[src/rtl/blo_pkg.sv]
// package: register map, field layout and constants of the black/offset block
// Notes on behaviour
// - Bits 5:3 of the coefficient register set how many top bits of a black sample are dropped; 000 drops none.
// - Codes 001 to 111 drop the top one to seven bits of the 12-bit black sample, keeping bits 10:0 down to 4:0.
// - Bits 2:0 of the coefficient register hold the exponential averaging coefficient for black samples.
// - A larger coefficient makes the black level estimate converge more slowly.
// - Threshold 0 high register bits 7:0 give threshold 0 bits 11:4.
// - Threshold 0 low register bits 7:4 give threshold 0 bits 3:0; its bits 3:0 are reserved.
// - Threshold 1 is built from its high register as bits 11:4 and low register bits 7:4 as bits 3:0.
// - Offset register bit 7 chooses direction: 0 adds, 1 subtracts.
// - Offset register bits 6:1 hold the six-bit offset magnitude.
// - The coefficient register sits at address 26h, is read/write and resets to zero.
package blo_pkg;
   localparam int          DATA_W        = 12;
   localparam int          ADDR_W        = 8;
   localparam int          FRAC_W        = 8;
   localparam logic [7:0]  ADDR_COEFF    = 8'h26;
   localparam logic [7:0]  ADDR_TH0_HI   = 8'h27;
   localparam logic [7:0]  ADDR_TH0_LO   = 8'h28;
   localparam logic [7:0]  ADDR_TH1_HI   = 8'h29;
   localparam logic [7:0]  ADDR_TH1_LO   = 8'h2a;
   localparam logic [7:0]  ADDR_OFFSET   = 8'h2b;
   localparam logic [7:0]  REG_RESET     = 8'h00;
   localparam logic [7:0]  COEFF_MASK    = 8'h3f;
   localparam logic [7:0]  LOW_MASK      = 8'hf0;
   localparam logic [7:0]  OFFSET_MASK   = 8'hfe;
   localparam int          CLIP_MSB      = 5;
   localparam int          CLIP_LSB      = 3;
   localparam int          ALPHA_MSB     = 2;
   localparam int          ALPHA_LSB     = 0;
   localparam int          OFF_SIGN_BIT  = 7;
   localparam int          OFF_MAG_MSB   = 6;
   localparam int          OFF_MAG_LSB   = 1;
   localparam int          LOW_NIB_MSB   = 7;
   localparam int          LOW_NIB_LSB   = 4;
   localparam logic [2:0]  CLIP_NONE     = 3'h0;
   localparam logic [11:0] FULL_SCALE    = 12'hfff;
   localparam int          REG_COUNT     = 6;
   localparam int          REG_IDX_W     = 3;
endpackage : blo_pkg

[src/rtl/blo_regfile.sv]
// register store: six byte registers, registered read data
`timescale 1ns/1ps
module blo_regfile #(
   parameter int DEPTH = 6,
   parameter int IDX_W = 3
) (
   // clock and reset
   input  wire logic             core_clk,
   input  wire logic             rst,
   input  wire logic             clk_en,
   // write side
   input  wire logic             wr_en,
   input  wire logic [IDX_W-1:0] wr_idx,
   input  wire logic [7:0]       wr_data,
   input  wire logic [7:0]       wr_mask,
   // read side
   input  wire logic [IDX_W-1:0] rd_idx,
   output logic      [7:0]       rd_data,
   // all registers, flat
   output logic      [8*DEPTH-1:0] regs_flat
);
   import blo_pkg::*;
   logic [7:0] mem_q [DEPTH];

   always_ff @(posedge core_clk or posedge rst) begin
      if (rst) begin
         for (int i = 0; i < DEPTH; i++) mem_q[i] <= REG_RESET;
         rd_data <= REG_RESET;
      end else if (clk_en) begin
         if (wr_en) mem_q[wr_idx] <= wr_data & wr_mask;
         rd_data <= mem_q[rd_idx];
      end
   end

   always_comb begin
      for (int i = 0; i < DEPTH; i++) regs_flat[8*i +: 8] = mem_q[i];
   end
endmodule : blo_regfile

[src/rtl/blo_core.sv]
// black level clipping/averaging, offset correction and threshold registers
`timescale 1ns/1ps
module blo_core #(
   parameter int DW = blo_pkg::DATA_W,
   parameter int FW = blo_pkg::FRAC_W
) (
   // clock and reset
   input  wire logic                   core_clk,
   input  wire logic                   rst,
   input  wire logic                   clk_en,
   // configuration port (byte registers)
   input  wire logic                   cfg_wr,
   input  wire logic                   cfg_rd,
   input  wire logic [blo_pkg::ADDR_W-1:0] cfg_addr,
   input  wire logic [7:0]             cfg_wdata,
   output logic      [7:0]             cfg_rdata,
   output logic                        cfg_rvalid,
   // black pixel samples
   input  wire logic                   black_valid,
   input  wire logic [DW-1:0]          black_data,
   // video pixels in
   input  wire logic                   pix_valid,
   input  wire logic [DW-1:0]          pix_data,
   // video pixels out
   output logic                        out_valid,
   output logic      [DW-1:0]          out_data,
   // settings to the defect corrector and status
   output logic      [DW-1:0]          defect_threshold_zero,
   output logic      [DW-1:0]          defect_threshold_one,
   output logic      [DW-1:0]          black_level
);
   import blo_pkg::*;

   // register index decode: 0 coeff .. 5 offset
   function automatic logic [REG_IDX_W-1:0] addr_idx(input logic [7:0] a);
      return REG_IDX_W'(a - ADDR_COEFF);
   endfunction
   function automatic logic addr_hit(input logic [7:0] a);
      return (a >= ADDR_COEFF) && (a <= ADDR_OFFSET);
   endfunction
   function automatic logic [7:0] addr_mask(input logic [7:0] a);
      return (a == ADDR_COEFF)  ? COEFF_MASK :
             (a == ADDR_OFFSET) ? OFFSET_MASK :
             (a == ADDR_TH0_LO || a == ADDR_TH1_LO) ? LOW_MASK : 8'hff;
   endfunction

   logic [8*REG_COUNT-1:0] regs_flat;
   logic [7:0]             rf_rdata;
   logic                   rd_hit_q;
   logic                   rd_pend_q;

   blo_regfile #(
      .DEPTH (REG_COUNT),
      .IDX_W (REG_IDX_W)
   ) u_regs (
      .core_clk  (core_clk),
      .rst       (rst),
      .clk_en    (clk_en),
      .wr_en     (cfg_wr && addr_hit(cfg_addr)),
      .wr_idx    (addr_idx(cfg_addr)),
      .wr_data   (cfg_wdata),
      .wr_mask   (addr_mask(cfg_addr)), // reserved bits, incl. bit
      .rd_idx    (addr_idx(cfg_addr)),
      .rd_data   (rf_rdata),
      .regs_flat (regs_flat)
   );

   wire [7:0] coeff_reg  = regs_flat[0*8 +: 8];
   wire [7:0] th0_hi     = regs_flat[1*8 +: 8];
   wire [7:0] th0_lo     = regs_flat[2*8 +: 8];
   wire [7:0] th1_hi     = regs_flat[3*8 +: 8];
   wire [7:0] th1_lo     = regs_flat[4*8 +: 8];
   wire [7:0] offset_reg = regs_flat[5*8 +: 8];

   wire [2:0] clip_code  = coeff_reg[CLIP_MSB:CLIP_LSB];
   wire [2:0] alpha      = coeff_reg[ALPHA_MSB:ALPHA_LSB];
   wire       off_dir    = offset_reg[OFF_SIGN_BIT];
   wire [5:0] off_mag    = offset_reg[OFF_MAG_MSB:OFF_MAG_LSB];

   // clipping: keep the low DW-code bits, code 0 keeps all
   wire [DW-1:0] clip_keep = {DW{1'b1}} >> clip_code;
   wire [DW-1:0] black_clipped = black_data & clip_keep;

   // averaging: est += (x - est) >> alpha, est carries FW fraction bits
   logic [DW+FW-1:0] est_q;
   wire  signed [DW+FW+1:0] err =
      $signed({2'b00, black_clipped, {FW{1'b0}}}) - $signed({2'b00, est_q});
   wire  signed [DW+FW+1:0] step = err >>> alpha;
   wire  [DW+FW+1:0] est_sum = (DW+FW+2)'($signed({2'b00, est_q}) + step);
   wire  [DW-1:0] black_est = est_q[DW+FW-1:FW];

   // offset after compensation, saturating
   wire signed [DW+1:0] comp =
      $signed({2'b00, pix_data}) - $signed({2'b00, black_est});
   wire signed [DW+1:0] offs =
      off_dir ? comp - $signed({{(DW-4){1'b0}}, off_mag})
              : comp + $signed({{(DW-4){1'b0}}, off_mag});
   wire [DW-1:0] pix_sat =
      (offs < 0) ? '0 :
      (offs > $signed({2'b00, FULL_SCALE})) ? FULL_SCALE
                                            : offs[DW-1:0];

   wire [DW-1:0] th0_val = {th0_hi, th0_lo[LOW_NIB_MSB:LOW_NIB_LSB]};
   wire [DW-1:0] th1_val = {th1_hi, th1_lo[LOW_NIB_MSB:LOW_NIB_LSB]};

   always_ff @(posedge core_clk or posedge rst) begin
      if (rst) begin
         est_q <= '0;
      end else if (clk_en && black_valid) begin
         est_q <= est_sum[DW+FW-1:0];
      end
   end

   always_ff @(posedge core_clk or posedge rst) begin
      if (rst) begin
         out_valid <= 1'b0;
         out_data  <= '0;
      end else if (clk_en) begin
         out_valid <= pix_valid;
         if (pix_valid) out_data <= pix_sat;
      end
   end

   always_ff @(posedge core_clk or posedge rst) begin
      if (rst) begin
         defect_threshold_zero <= '0;
         defect_threshold_one  <= '0;
         black_level           <= '0;
         rd_pend_q             <= 1'b0;
         rd_hit_q              <= 1'b0;
         cfg_rvalid            <= 1'b0;
         cfg_rdata             <= '0;
      end else if (clk_en) begin
         defect_threshold_zero <= th0_val;
         defect_threshold_one  <= th1_val;
         black_level           <= black_est;
         rd_pend_q             <= cfg_rd;
         rd_hit_q              <= addr_hit(cfg_addr);
         cfg_rvalid            <= rd_pend_q;
         cfg_rdata             <= rd_hit_q ? rf_rdata : 8'h00;
      end
   end

   // checks
   property p_clip_off;
      @(posedge core_clk) disable iff (rst)
      (clip_code == CLIP_NONE) |-> (black_clipped == black_data);
   endproperty
   a_clip_off: assert property (p_clip_off) else $error("clip0 changed");

   property p_clip_top;
      @(posedge core_clk) disable iff (rst)
      (clip_code != CLIP_NONE) |->
         ((black_clipped >> (DW - clip_code)) == '0);
   endproperty
   a_clip_top: assert property (p_clip_top) else $error("top bits kept");

   property p_th0;
      @(posedge core_clk) disable iff (rst)
      clk_en |=> defect_threshold_zero == {$past(th0_hi), $past(th0_lo[7:4])};
   endproperty
   a_th0: assert property (p_th0) else $error("threshold 0 wrong");

   property p_th0_lo_res;
      @(posedge core_clk) disable iff (rst) th0_lo[3:0] == 4'h0;
   endproperty
   a_th0_lo_res: assert property (p_th0_lo_res) else $error("res bits");

   property p_th1;
      @(posedge core_clk) disable iff (rst)
      clk_en |=> defect_threshold_one == {$past(th1_hi), $past(th1_lo[7:4])};
   endproperty
   a_th1: assert property (p_th1) else $error("threshold 1 wrong");

   property p_off_dir;
      @(posedge core_clk) disable iff (rst)
      (clk_en && pix_valid && comp >= 64 && comp < 4000) |=>
         out_data == ($past(off_dir) ? $past(comp[DW-1:0]) - $past(off_mag)
                                     : $past(comp[DW-1:0]) + $past(off_mag));
   endproperty
   a_off_dir: assert property (p_off_dir) else $error("offset wrong");

   property p_off_res;
      @(posedge core_clk) disable iff (rst) offset_reg[0] == 1'b0;
   endproperty
   a_off_res: assert property (p_off_res) else $error("bit0 set");

   property p_coeff_rd;
      @(posedge core_clk) disable iff (rst)
      (clk_en && cfg_rd && !cfg_wr && cfg_addr == ADDR_COEFF) ##1 clk_en
         |=> cfg_rvalid && cfg_rdata == $past(coeff_reg, 2);
   endproperty
   a_coeff_rd: assert property (p_coeff_rd) else $error("coeff read");

   property p_est_hold;
      @(posedge core_clk) disable iff (rst)
      !black_valid |=> $stable(est_q);
   endproperty
   a_est_hold: assert property (p_est_hold) else $error("estimate moved");

   property p_sat;
      @(posedge core_clk) disable iff (rst)
      (clk_en && pix_valid && offs < 0) |=> out_data == '0;
   endproperty
   a_sat: assert property (p_sat) else $error("no floor");

   // a low enable must freeze the estimate, the pixel path and the bus answer
   property p_freeze;
      @(posedge core_clk) disable iff (rst)
      !clk_en |=> $stable(est_q) && $stable(out_data) && $stable(cfg_rvalid);
   endproperty
   a_freeze: assert property (p_freeze) else $error("frozen");

   property p_rd_hole;
      @(posedge core_clk) disable iff (rst)
      (clk_en && cfg_rd && !addr_hit(cfg_addr)) ##1 clk_en
         |=> cfg_rvalid && cfg_rdata == 8'h00;
   endproperty
   a_rd_hole: assert property (p_rd_hole) else $error("gap");

   c_clip: cover property (@(posedge core_clk) black_valid && clip_code == 3'h7);
   c_sub:  cover property (@(posedge core_clk) pix_valid && off_dir && off_mag != 0);
   c_sat:  cover property (@(posedge core_clk) pix_valid && pix_sat == FULL_SCALE);
   c_hold: cover property (@(posedge core_clk) !clk_en && pix_valid);
endmodule : blo_core

[config.mk]
export PLATFORM = sky130hd
export DESIGN_NAME = blo_core
export DESIGN_NICKNAME = d
export VERILOG_FILES = /design/src/rtl/blo_pkg.sv /design/src/rtl/blo_regfile.sv /design/src/rtl/blo_core.sv
export SDC_FILE = /design/constraint.sdc
export NUM_CORES = 1
export LEC_CHECK = 0
export BUFFER_PORTS_ARGS = -buffer_cell sky130_fd_sc_hd__buf_2
export CORE_ASPECT_RATIO = 1.1
export CORE_UTILIZATION = 25
export CTS_BUF_LIST = sky130_fd_sc_hd__clkbuf_8
export CTS_CLUSTER_DIAMETER = 50
export DETAILED_ROUTE_END_ITERATION = 7
export GPL_ROUTABILITY_DRIVEN = 0
export PLACE_DENSITY = 0.46
export SLEW_MARGIN = 25
export SYNTH_ARGS = -nofsm -noshare
export SYNTH_HDL_FRONTEND = slang
export SYNTH_SLANG_ARGS = --single-unit
[constraint.sdc]
create_clock -name core_clk -period 4.36 [get_ports core_clk]
set_input_delay 0.218 -clock core_clk [delete_from_list [all_inputs] [get_ports core_clk]]
set_output_delay 0.218 -clock core_clk [all_outputs]
set_load 0.03 [all_outputs]
After elaboration in Yosys (flattened, before gate mapping)
Index checks and enable logic that the tools add are counted.
{"block": "word_totals", "regBits": 136, "out_inout_bits": 58, "wordCells": 58}
{"block": "op_classes", "add_sub_neg": 6, "n_lt_le_gt_ge": 6, "eq_ne": 4, "n_shift": 2, "mux": 13, "bitwise_logic": 3, "n_reduce_logical": 7}
{"op": "$bwmux W48", "n": 1}
{"op": "$mux W8", "n": 5}
{"op": "$eq A8 B6 Y1 const B", "n": 4}
{"op": "$bmux W8 S3", "n": 1}
{"op": "$demux W8 S3", "n": 1}
{"op": "$mux W12", "n": 2}
{"op": "$sshr A21 B3 Y20", "n": 1}
{"op": "$sub A20 B20 Y21", "n": 1}
{"op": "$add A20 B20 Y20", "n": 1}
{"op": "$add A13 B7 Y14", "n": 1}
{"op": "$gt A14 B13 Y1 const B", "n": 1}
{"op": "$lt A14 B1 Y1 const B", "n": 1}
{"op": "$mux W14", "n": 1}
{"op": "$sub A13 B7 Y14", "n": 1}
{"op": "$sub A12 B12 Y13", "n": 1}
{"op": "$and A12 B12 Y12", "n": 1}
{"op": "$shr A12 B3 Y12 const A", "n": 1}
{"op": "$and A8 B8 Y8", "n": 1}
{"op": "$ge A8 B6 Y1 const B", "n": 1}
{"op": "$le A8 B6 Y1 const B", "n": 1}
{"op": "$mux W4", "n": 2}
{"op": "$ge A4 B4 Y1 const B", "n": 1}
{"op": "$logic_and A1 B1 Y1", "n": 4}
{"op": "$lt A4 B1 Y1 const B", "n": 1}
{"op": "4 further kinds", "n": 5}

Logic depth before layout (Yosys ltp)
Gate-level depths: netlist of run 1.
{"block": "logic_depth", "ltp_word": 7, "depth_mapped": 22, "ltp_nobuf": 22}

By module
From an unflattened synthesis of run 1, not the netlist that was laid out.
{"block": "hier_totals", "cells_unflattened": 965, "area_unflattened_um2": 9580.4}
{"module": "blo_core", "instances": 1, "cells_each": 792, "area_per_inst_um2": 6966.7, "seq_area_each_um2": 2001.9}
{"module": "blo_regfile", "instances": 1, "cells_each": 173, "area_per_inst_um2": 2613.8, "seq_area_each_um2": 1401.3}

Worst setup path before layout of run 1
OpenSTA, ideal clock, no wires.
{"block": "synth_path", "path_kind": "reg-to-reg", "from": "reg est_q[8]", "to": "reg est_q[18]", "arrival_time_ps": 4351, "required_time_ps": 4231, "setup_slack_ps": -120, "path_stages_with_launch": 22, "n_path_buf": 0, "cell_sequence": "dfrtp_1 -> inv_1 -> ha_1 -> or2b_1 -> nor4_4 -> nor3_1 -> o21ai_0 -> xor2_1 -> mux2_2 -> mux2_2 -> nand2_1 -> o21ai_0 -> ha_1 -> a41oi_1 -> o21ai_0 -> a21oi_1 -> a21bo_2 -> a31oi_1 -> and4_1 -> a2111oi_0 -> mux2i_1 -> o21ai_0"}
{"block": "synth_between", "elab_chain_cells": 3}
{"element": "start, declared", "line": "blo_core.sv:85", "source": "logic [DW+FW-1:0] est_q;"}
{"element": "start signal, assigned", "line": "blo_core.sv:110", "source": "est_q <= est_sum[DW+FW-1:0];"}
{"element": "$sub A20 B20 Y21", "line": "blo_core.sv:87", "source": "$signed({2'b00, black_clipped, {FW{1'b0}}}) - $signed({2'b00, est_q});"}
{"element": "$sshr A21 B3 Y20", "line": "blo_core.sv:88", "source": "wire signed [DW+FW+1:0] step = err >>> alpha;"}
{"element": "$add A20 B20 Y20 *", "line": "blo_core.sv:89", "source": "wire [DW+FW+1:0] est_sum = (DW+FW+2)'($signed({2'b00, est_q}) + step);"}
Every way passes the cells marked *; elsewhere a longest branch is shown, timed or not.
A chain may end at the register's enable or synchronous reset.

Worst setup path after layout of run 1
{"block": "layout_path", "from": "reg est_q[1]", "to": "reg est_q[16]"}
Same word-level chain as after synthesis.

==> results.yml, run 1 <==
yosys:
  synthArstFlopShare_pct: 100
  synth_seq_area_share_pct: 36.9
  synthCells: 994
  yosysTopAreaCell: "dfrtp_1"
  synth_edf_count: 0
  syn_nets: 1107
  synth_area_per_cell_sq_um: 9.28
  synth.top_cells.by_area: "dfrtp_1 (37%), mux2_2 (9.0%), ha_1 (8.5%)"
  ys_types: 75
  synth-seq-cells: 136
  synth_top_area_share_pct: 36.9
  syn_area_sq_um: 9230
  yosys_most_used_dff: "dfrtp_1"
  yosys_warnings: 0
grt:
  grtUsageMet3_pct: 2.55
  grt_most_used_layer: "met2"
  overflow: 0
  grt_use_total_pct: 14.4
  use_met2_pct: 23.0
  grt_pass1_vias: 7799
  use_met1_pct: 19.4
  grt_max_degree: 69
  grt_antenna_before_repair: 0
  grt_pass1_wl_mm: 42.1
job:
  drv_cap: 0
sta:
  finalWorstSetupSlack_ns: -0.0435
  rsz0062_at_grt: "true"
  whs_ns: 0.0623
  skew_ns: 0.0122
  period_minus_slack_ns: 4.40
  finalMaxSlewViolations: 0
  setup_viol: 3
  period_share_pct: 101
  tightest_slew_ns: 1.05
  final_hold_viol_count: 0
  fmaxAchievable_mhz: 227
  slew_headroom_pct: 29.3
place:
  place.detailed.hpwl_mm: 20.2
  placed_area_sq_um: 11000
  pre_cts_ws_ns: -0.274
  port_buffers: 104
floorplanning:
  rows: 73
  fp.dieW_um: 185
  pin_count: 105
  start_util_pct: 25.4
  die_area_sq_um: 37700
  core_area_sq_um: 36300
  die_y_um: 203
critical_path:
  crit_fanout: 4
  cp_top_family: "simple AND/OR/NAND/NOR gates"
  slowest_stage: "or4_4"
  cp_common_cell: "a21oi_2"
  endpoint_kind: "register"
  crit_buf_inv: 3
  worstPathRequired_ns: 4.69
  arrival_ns: 4.73
  crit_chain: "buf_6 -> or4_4 -> nor4_4 -> buf_4 -> o2111ai_4 -> nand3b_1 -> a21oi_2 -> xnor2_2 -> mux2_4 -> mux2i_2 -> mux2i_1 -> ha_1 -> or2_2 -> a21oi_2 -> a31oi_2 -> buf_4 -> a21o_1 -> a21oi_2 -> xor2_1 -> o21ai_0"
  path_class: "register to register"
  cp-start-kind: "register"
  crit_path_max_incr_delay_ns: 0.56
clocking:
  clk_pin_slew_worst_paths_ns: 0.09
  clockBufferDepth: 2
  numCtsBuffers: 17
  htreeDepth: 4
  root_buffer: "clkbuf_8"
  tritoncts: "yes"
  cts_sinks: 136
  clkLatencyLatePin_ns: 0.46
detailed_routing:
  via_per_inst: 4.63
  wire_per_inst_um: 15.6
  postRouteAntennaNets: 0
  drc: 0
  vias: 7850
  first_pass_iters: 4
  drt_iter0_drc: 409
  drt_wl_total_mm: 26.5
run_status:
  violations: "setup timing"
  status: "finished with violations"
power_and_ir_drop:
  peakVddDrop_uv: 391
  p_leak_nw: 5.41
  power_density_nw_per_um2: 807
min_path:
  hold_path.class: "input port to register"
layout:
  drive_above_1_share_pct: 32.3
  fin_nets: 1307
  syn_to_final_growth_pct: 26.4
  layout_commonest_cell: "dfrtp_1"
  fin_util_pct: 32.2
  stdcell_area_sq_um: 11700
  final_cell_mix: "dfrtp_1 (134), buf_4 (114), buf_2 (104)"
  antennaDiodeCount: 0
==> cells by family after synthesis <==
group / count (synthesis) / synth area share [%]
xor gates and xnor gates: 47 / 4.46
buffers and inverters: 96 / 4.34
DFF: 136 / 36.9
adders and majority gates: 66 / 9.19
and+or+nand+nor: 284 / 14.4
AOI/OAI and AO/OA: 262 / 17.4
muxes: 103 / 13.3
==> per-layer routing <==
layer / up-vias / part of all wire (%) / routed length [um]
li1: 3970 / - / -
met5: - / 0 / 0
met1: 3730 / 48 / 12800
met3: 30 / 3.4 / 898
met2: 120 / 46 / 12200
met4: 0 / 2.3 / 622
==> worst paths after layout <==
kind                                      start                    to  slack, ns  depth (start not counted)
max                                    est_q[1]             est_q[16]      -0.04                         20
min                                   pix_valid             out_valid       0.06                          3
max reg2reg                            est_q[1]             est_q[16]      -0.04                         20
min reg2reg                u_regs.regs_flat[35]  u_regs.regs_flat[35]       0.48                          2
max in group asynchronous                   rst  u_regs.regs_flat[33]       2.93                          4
min in group asynchronous                   rst   u_regs.regs_flat[4]       0.40                          3
==> cells in the mapped netlist (6+ instances only) <==
library cell and instances:
a21oi_1 68, mux2i_1 21, nor2b_1 8, nand3_1 21
nand2_1 98, nor3_1 19, o21ai_0 95, nor2_1 88
mux4_2 8, inv_1 51, o21a_1 9, clkbuf_1 33
and3_1 6, xnor2_1 34, a211oi_1 9, mux2_2 74
a22oi_1 8, ha_1 63, nand2b_1 7, xor2_1 13
a311oi_1 10, a21o_1 13, dfrtp_1 136
==> state kept, by name (all words and copies together) (netlist names) <==
| register | flops |
|---|---|
| black_level | 12 |
| cfg_rdata | 8 |
| cfg_rvalid | 1 |
| defect_threshold_one | 12 |
| defect_threshold_zero | 12 |
| est_q | 20 |
| out_data | 12 |
| out_valid | 1 |
| rd_hit_q | 1 |
| rd_pend_q | 1 |
| u_regs.rd_data | 8 |
| u_regs.regs_flat | 48 |
==> layout make-up <==
class / instances / area, sq um
well taps: 487 / 609
repair buffers: 223 / 1440
multi-input cells: 762 / 5620
clock buffers: 19 / 262
flip-flops and latches: 136 / 3410
inverters: 54 / 208
clock inverters: 13 / 120
fillers: 3812 / 24600
==> report_power, final <==
group          internal, mW  switching (mW)
clock network         0.487           0.584
registers              1.50           0.138
logic                  3.18            3.53
==> metrics by stage <==
stage / setup TNS [ns] / std cells / power (mW)
floorplan: 0 / 994 / 5.83
global placement: -0.829 / 1648 / 7.78
detailed placement: -0.931 / 1648 / 7.78
CTS: 0 / 1686 / 9.08
global route: -0.953 / 1694 / 10.3
finish: -0.109 / 1694 / 9.41
==> tightest hold or removal path: cells and delay by family <==
| family | cells | cell delay, ns |
|---|---|---|
| compound gates | 1 | 0.09 |
| simple gates | 1 | 0.09 |
| buf+inv | 1 | 0.08 |
==> what timing repair did <==
item / in CTS / in global routing
pin swaps: 13 / 37
endpoints found under the setup margin: 15 / 21
endpoints found under the hold margin: 67 / 0
hold buffers: 2 / 0
gates resized for setup: 18 / 32
setup buffers: 4 / 9
Note: power is estimated with default switching activity, not from simulation.
==> inputs of run 2 (changes only) <==
--- a/config.mk
+++ b/config.mk
@@ -16,4 +16,5 @@
 export SLEW_MARGIN = 25
 export SYNTH_ARGS = -nofsm -noshare
 export SYNTH_HDL_FRONTEND = slang
+export SYNTH_HIERARCHICAL = 1
 export SYNTH_SLANG_ARGS = --single-unit
==> run 2 against run 1 <==
The run still ends with setup timing left. Sequential power about the same. Clock skew up 0.0042 ns. Largest power group unchanged. Synthesized cell count down 2.9%. Cell area up 5.8%. First-iteration DRC count up 0.24%. Area after synthesis up 3.8%. Non-clock buffer count up 32.
==> results.yml, run 2 <==
yosys:
  yosys_warnings: 6
  netlist_top_cells_count: "dfrtp_1 (136), mux2_2 (85), nand2_1 (75)"
  synth-simple-area-share_pct: 14.3
  ys_types: 79
  synth_top_family_by_area: "multiplexers"
  synthMuxAreaShare_pct: 17.6
  synthXorXnorAreaFrac_pct: 4.94
  synthArstFlopShare_pct: 100
  yosysMostFrequentCell: "dfrtp_1"
  synth_edf_count: 0
  synthCells: 965
  synth.top_cells.by_area: "dfrtp_1 (36%), mux2_2 (10%), ha_1 (7.8%)"
  yosys_most_used_dff: "dfrtp_1"
  syn_area_sq_um: 9580
  synth_seq_area_share_pct: 35.5
  synth_fa_ha_area_share_pct: 8.46
  synth_area_per_cell_sq_um: 9.93
  synth_compound_area_share_pct: 14.5
  synth-seq-cells: 136
  synth_top_area_share_pct: 35.5
  yosysTopAreaCell: "dfrtp_1"
floorplanning:
  die_area_sq_um: 39100
  die_y_um: 207
  core_area_sq_um: 37400
  fp.dieW_um: 189
  pin_count: 105
  rows: 74
  start_util_pct: 25.6
layout:
  regArea_sq_um: 3410
  fill_cells: 3927
  largest_reg_flops: 48
  syn_to_final_growth_pct: 28.8
  layout_commonest_cell: "buf_4"
  fin_nets: 1311
  drive_above_1_share_pct: 39.7
  multiInputGateArea_sq_um: 6090
  antennaDiodeCount: 0
  final_cell_mix: "buf_4 (148), dfrtp_1 (132), buf_2 (104)"
critical_path:
  r2r-end: "est_q[19]"
  path_class: "register to register"
  endpoint_kind: "register"
  cp-start-kind: "register"
  crit_fanout: 4
  slowest_stage: "mux4_2"
  timing.rr.start: "est_q[8]"
  arrival_ns: 4.73
  crit_path_max_incr_delay_ns: 0.47
  worstRegToRegCells: 19
  rrSetupSlack_ns: -0.02
  worstPathRequired_ns: 4.72
  crit_chain: "inv_1 -> ha_4 -> nor4b_4 -> nand4_1 -> a211oi_4 -> buf_4 -> a21boi_2 -> xnor2_1 -> mux4_2 -> mux2_4 -> ha_2 -> a21oi_2 -> o211ai_1 -> nor3_2 -> o211ai_1 -> a2111oi_2 -> o21a_1 -> mux2i_1 -> xnor2_1"
sta:
  finalWorstSetupSlack_ns: -0.0161
  rsz0062_at_grt: "true"
  finalMaxSlewViolations: 0
  setup_viol: 1
  tightest_slew_ns: 0.804
  finalSetupTns_ns: -0.0161
  period_minus_slack_ns: 4.38
  final_hold_viol_count: 0
  period_share_pct: 100
  slew_headroom_pct: 46.4
  skew_ns: 0.0164
  fmaxAchievable_mhz: 229
clocking:
  root_buffer: "clkbuf_8"
  tritoncts: "yes"
  htreeDepth: 4
  clk_pin_slew_worst_paths_ns: 0.09
  clockBufferDepth: 2
  clkLatencyLatePin_ns: 0.47
  cts_sinks: 136
  numCtsBuffers: 17
grt:
  grt_pass1_wl_mm: 46.2
  grt_use_total_pct: 15.0
  grt_pass1_vias: 8334
  grt_max_degree: 57
  overflow: 0
  grt_antenna_before_repair: 0
min_path:
  holdPathEnd: "est_q[14]"
  hold_path.class: "input port to register"
  hold-path-cell-count: 5
  min_from: "black_valid"
detailed_routing:
  postRouteAntennaNets: 0
  vias: 7934
  first_pass_iters: 4
  drt_wl_total_mm: 28.7
  drt_iter0_drc: 410
  wire_per_inst_um: 16.8
  via_per_inst: 4.65
  drc: 0
place:
  pre_cts_ws_ns: -0.323
  place.detailed.hpwl_mm: 22.1
  port_buffers: 104
power_and_ir_drop:
  p_leak_nw: 5.77
  power_density_nw_per_um2: 819
  peakVddDrop_uv: 326
job:
  drv_cap: 0
run_status:
  violations: "setup timing"
  status: "finished with violations"
[run 2: cell count changes in the layout (fill, tap and decap cells not counted), moves of 14 or more]
cell     previous run  this run
nand2_1            97        75
nand3_1            20         6
mux2_4              3        18
o21ai_0            88        48
nor2_1             86        61
buf_4             114       148
[run 2: metal layers]
metal / global-route usage (%) / share of wire (%) / vias up
met1: 18.3 / 44 / 3852
met5: 0 / 0 / -
met2: 26.8 / 52 / 105
li1: - / - / 3949
met4: 3.89 / 1.9 / 0
met3: 2.57 / 2.3 / 28
[run 2: area by class of cell]
type                            count  share of cell area (%)
Clock buffer                       18                    2.01
Clock inverter                     13                    1.06
Inverter                           49                    1.50
Multi-Input combinational cell    742                    49.3
Sequential cell                   136                    27.6
Tap cell                          494                    5.01
Timing Repair Buffer              255                    13.5
[run 2: stage by stage]
stage	util, %	hold slack (ns)	power, mW	cells	cell area [sq um]
after global routing	33.0	0.295	11.0	1707	12300
after CTS	32.1	0.254	9.73	1697	12000
after floorplan	-	0.370	5.98	966	9580
after detailed placement	30.6	0.387	8.33	1654	11400
after global placement	30.6	0.384	8.34	1654	11400
final	33.0	0.294	10.1	1707	12300
[run 2: power breakdown]
part	internal (mW)	switching, mW
registers	1.50	0.176
logic	3.62	3.76
clock network	0.515	0.531
[run 2: worst max-delay path: cells and delay by family, from the launching register on]
kind | cells | cell delay (ns)
AOI/OAI and AO/OA | 7 | 1.44
muxes | 3 | 0.81
and+or+nand+nor | 3 | 0.68
adders and majority gates | 2 | 0.45
DFF | 1 | 0.35
xor gates and xnor gates | 2 | 0.27
buffers and inverters | 2 | 0.24
[run 2: cells by family after synthesis]
| group | count (synthesis) |
|---|---|
| other | 1 |
| adder cells (fa/ha/maj) | 63 |
| AO/OA/AOI/OAI | 219 |
| flip-flops | 136 |
| AND/OR/NAND/NOR | 268 |
| buffers and inverters | 88 |
| XOR/XNOR | 54 |
| multiplexers | 136 |
[run 2: how the worst max path moves through the flow]
stage | startpoint | endpoint | slack (ns) | depth (start not counted)
5_1_grt | est_q[8] | est_q[19] | -0.32 | 19
4_1_cts | est_q[8] | est_q[19] | -0.03 | 22
6_report | est_q[8] | est_q[19] | -0.02 | 19
3_5_place_dp | u_regs/regs_flat[5] | est_q[19] | -0.32 | 19
3_3_place_gp | u_regs/regs_flat[5] | est_q[19] | -0.22 | 19
2_1_floorplan | est_q[8] | est_q[19] | 0.01 | 18
[run 2: repair_timing]
item | in CTS | in global routing
hold buffers | 2 | 0
pin swaps | 12 | 37
endpoints found under the hold margin | 98 | 0
buffers inserted | 10 | 10
endpoints found under the setup margin | 13 | 22
gates cloned | 0 | 0
gates resized for setup | 21 | 64
==> inputs of run 3 (changes only) <==
--- a/config.mk
+++ b/config.mk
@@ -5,14 +5,14 @@
 export SDC_FILE = /design/constraint.sdc
 export NUM_CORES = 1
 export LEC_CHECK = 0
-export BUFFER_PORTS_ARGS = -buffer_cell sky130_fd_sc_hd__buf_2
 export CORE_ASPECT_RATIO = 1.1
-export CORE_UTILIZATION = 25
+export CORE_UTILIZATION = 45
 export CTS_BUF_LIST = sky130_fd_sc_hd__clkbuf_8
 export CTS_CLUSTER_DIAMETER = 50
 export DETAILED_ROUTE_END_ITERATION = 7
+export DONT_BUFFER_PORTS = 1
 export GPL_ROUTABILITY_DRIVEN = 0
-export PLACE_DENSITY = 0.46
+export PLACE_DENSITY = 0.66
 export SLEW_MARGIN = 25
 export SYNTH_ARGS = -nofsm -noshare
 export SYNTH_HDL_FRONTEND = slang
==> run 3 against run 2 <==
The flow still finishes with violations (setup timing). Clock power rose by 15%. Count of clock-buffer cells in the layout did not move. Register-to-register slack barely moved. Utilization rose by 25 points. Clock skew fell by 0.0057 ns. Non-clock buffer count fell by 85. Fmax rose by 0.21%. Highest routed layer unchanged.
==> results.yml, run 3 (synthesized netlist as in run 2, its figures left out) <==
run_status:
  status: "finished with violations"
  violations: "setup timing"
place:
  place.detailed.hpwl_mm: 18.5
  port_buffers: 0
  dp_cells: 1314
sta:
  final_hold_viol_count: 0
  finalWorstSetupSlack_ns: -0.00698
  slew_headroom_pct: 39.6
  finalMaxSlewViolations: 0
  finalSetupTns_ns: -0.00698
  tightest_slew_ns: 0.904
  fmaxAchievable_mhz: 229
  period_minus_slack_ns: 4.37
  skew_ns: 0.0108
  rsz0062_at_grt: "true"
  setup_viol: 1
  period_share_pct: 100
grt:
  grt_pass1_wl_mm: 40.2
  overflow: 0
  grt_pass1_vias: 7788
  grt_antenna_before_repair: 3
  grt_use_total_pct: 23.8
  grt_max_degree: 72
power_and_ir_drop:
  p_total_mw: 9.75
  peakVddDrop_uv: 322
  power_density_nw_per_um2: 818
  p_leak_nw: 5.51
floorplanning:
  die_y_um: 155
  die_area_sq_um: 21900
  pin_count: 105
  rows: 55
  start_util_pct: 46.3
  fp.dieW_um: 141
  core_area_sq_um: 20700
clocking:
  cts_sinks: 136
  numCtsBuffers: 17
  clkLatencyLatePin_ns: 0.46
  htreeDepth: 4
  root_buffer: "clkbuf_8"
  clockBufferDepth: 2
  clk_pin_slew_worst_paths_ns: 0.09
  tritoncts: "yes"
min_path:
  hold_path.class: "input port to register"
  hold-path-cell-count: 3
detailed_routing:
  via_per_inst: 5.52
  first_pass_iters: 6
  postRouteAntennaNets: 0
  wire_per_inst_um: 17.9
  drc: 0
  drt_iter0_drc: 404
  drt_wl_total_mm: 25.4
  vias: 7825
layout:
  fin_nets: 1226
  fill_cells: 1765
  drive_above_1_share_pct: 29.8
  largest_reg_flops: 48
  final_cell_mix: "dfrtp_1 (134), buf_4 (112), mux2_2 (85)"
  final_cells: 1417
  syn_to_final_growth_pct: 24.3
  layout_commonest_cell: "dfrtp_1"
critical_path:
  path_class: "register to register"
  arrival_ns: 4.71
  crit_fanout: 2
  worstRegToRegCells: 19
  endpoint_kind: "register"
  worstPathRequired_ns: 4.70
  cp-start-kind: "register"
job:
  drv_cap: 0
-- run 3: cell type report --
cell class | instances | area (sq um) | area share [%]
Multi-Input combinational cell | 742 | 6080 | 51.0
Sequential cell | 136 | 3410 | 28.6
Timing Repair Buffer | 170 | 1420 | 11.9
Tap cell | 285 | 357 | 2.99
Clock buffer | 18 | 248 | 2.08
Clock inverter | 14 | 208 | 1.74
Inverter | 49 | 185 | 1.55
Antenna cell | 3 | 7.51 | 0.0630
-- run 3: power breakdown --
group	switching, mW	internal (mW)
clock	0.551	0.654
combinational	3.31	3.30
sequential	0.439	1.49
-- run 3: worst max-delay path, stage by stage, from the launching register on --
cell,delay [ns]
dfrtp_1,0.39
inv_1,0.07
ha_1,0.30
a2111o_1,0.44
nor2_1,0.12
a211oi_2,0.09
buf_4,0.14
a21boi_2,0.17
xnor2_1,0.12
mux4_2,0.49
mux2_4,0.28
ha_1,0.21
a21oi_2,0.14
o211ai_1,0.15
nor3_2,0.17
o211ai_1,0.16
a2111oi_2,0.44
o21a_1,0.16
mux2i_1,0.08
xnor2_1,0.13
-- run 3: per-layer routing --
metal | wire, um | vias to the layer above | track usage (%)
li1 | - | 3785 | -
met5 | 0 | - | 0
met4 | 620 | 0 | 8.85
met3 | 1150 | 38 | 4.83
met1 | 10600 | 3816 | 28.6
met2 | 13000 | 186 | 41.7
-- run 3: final timing paths --
| path | start | slack [ns] | endpoint |
|---|---|---|---|
| min in group asynchronous | rst | 0.36 | cfg_rdata[0] |
| worst min register to register | u_regs/regs_flat[16] | 0.51 | u_regs/regs_flat[16] |
| worst max register to register | est_q[12] | -0.007 | est_q[19] |
| worst max-delay path | est_q[12] | -0.007 | est_q[19] |
| worst min-delay path | cfg_addr[0] | 0.21 | u_regs/regs_flat[45] |
| max in group asynchronous | rst | 2.92 | defect_threshold_zero[5] |
-- run 3: stage by stage --
step           hold slack [ns]  util, %  area, sq um  setup WS [ns]
3_5_place_dp             0.246     50.4        10500         -0.302
6_report                 0.213     57.5        11900       -0.00698
3_3_place_gp             0.228     50.4        10500         -0.201
4_1_cts                  0.181     55.9        11600        -0.0236
2_1_floorplan            0.370        -         9580         0.0105
5_1_grt                  0.210     57.5        11900         -0.306
-- run 3: timing repair --
item                                    4_1_cts  5_1_grt
setup buffers                                 4        6
pin swaps                                     8       33
hold buffers                                 58        0
endpoints found under the setup margin        4       21
gates resized for setup                      11       65
endpoints found under the hold margin       147        0
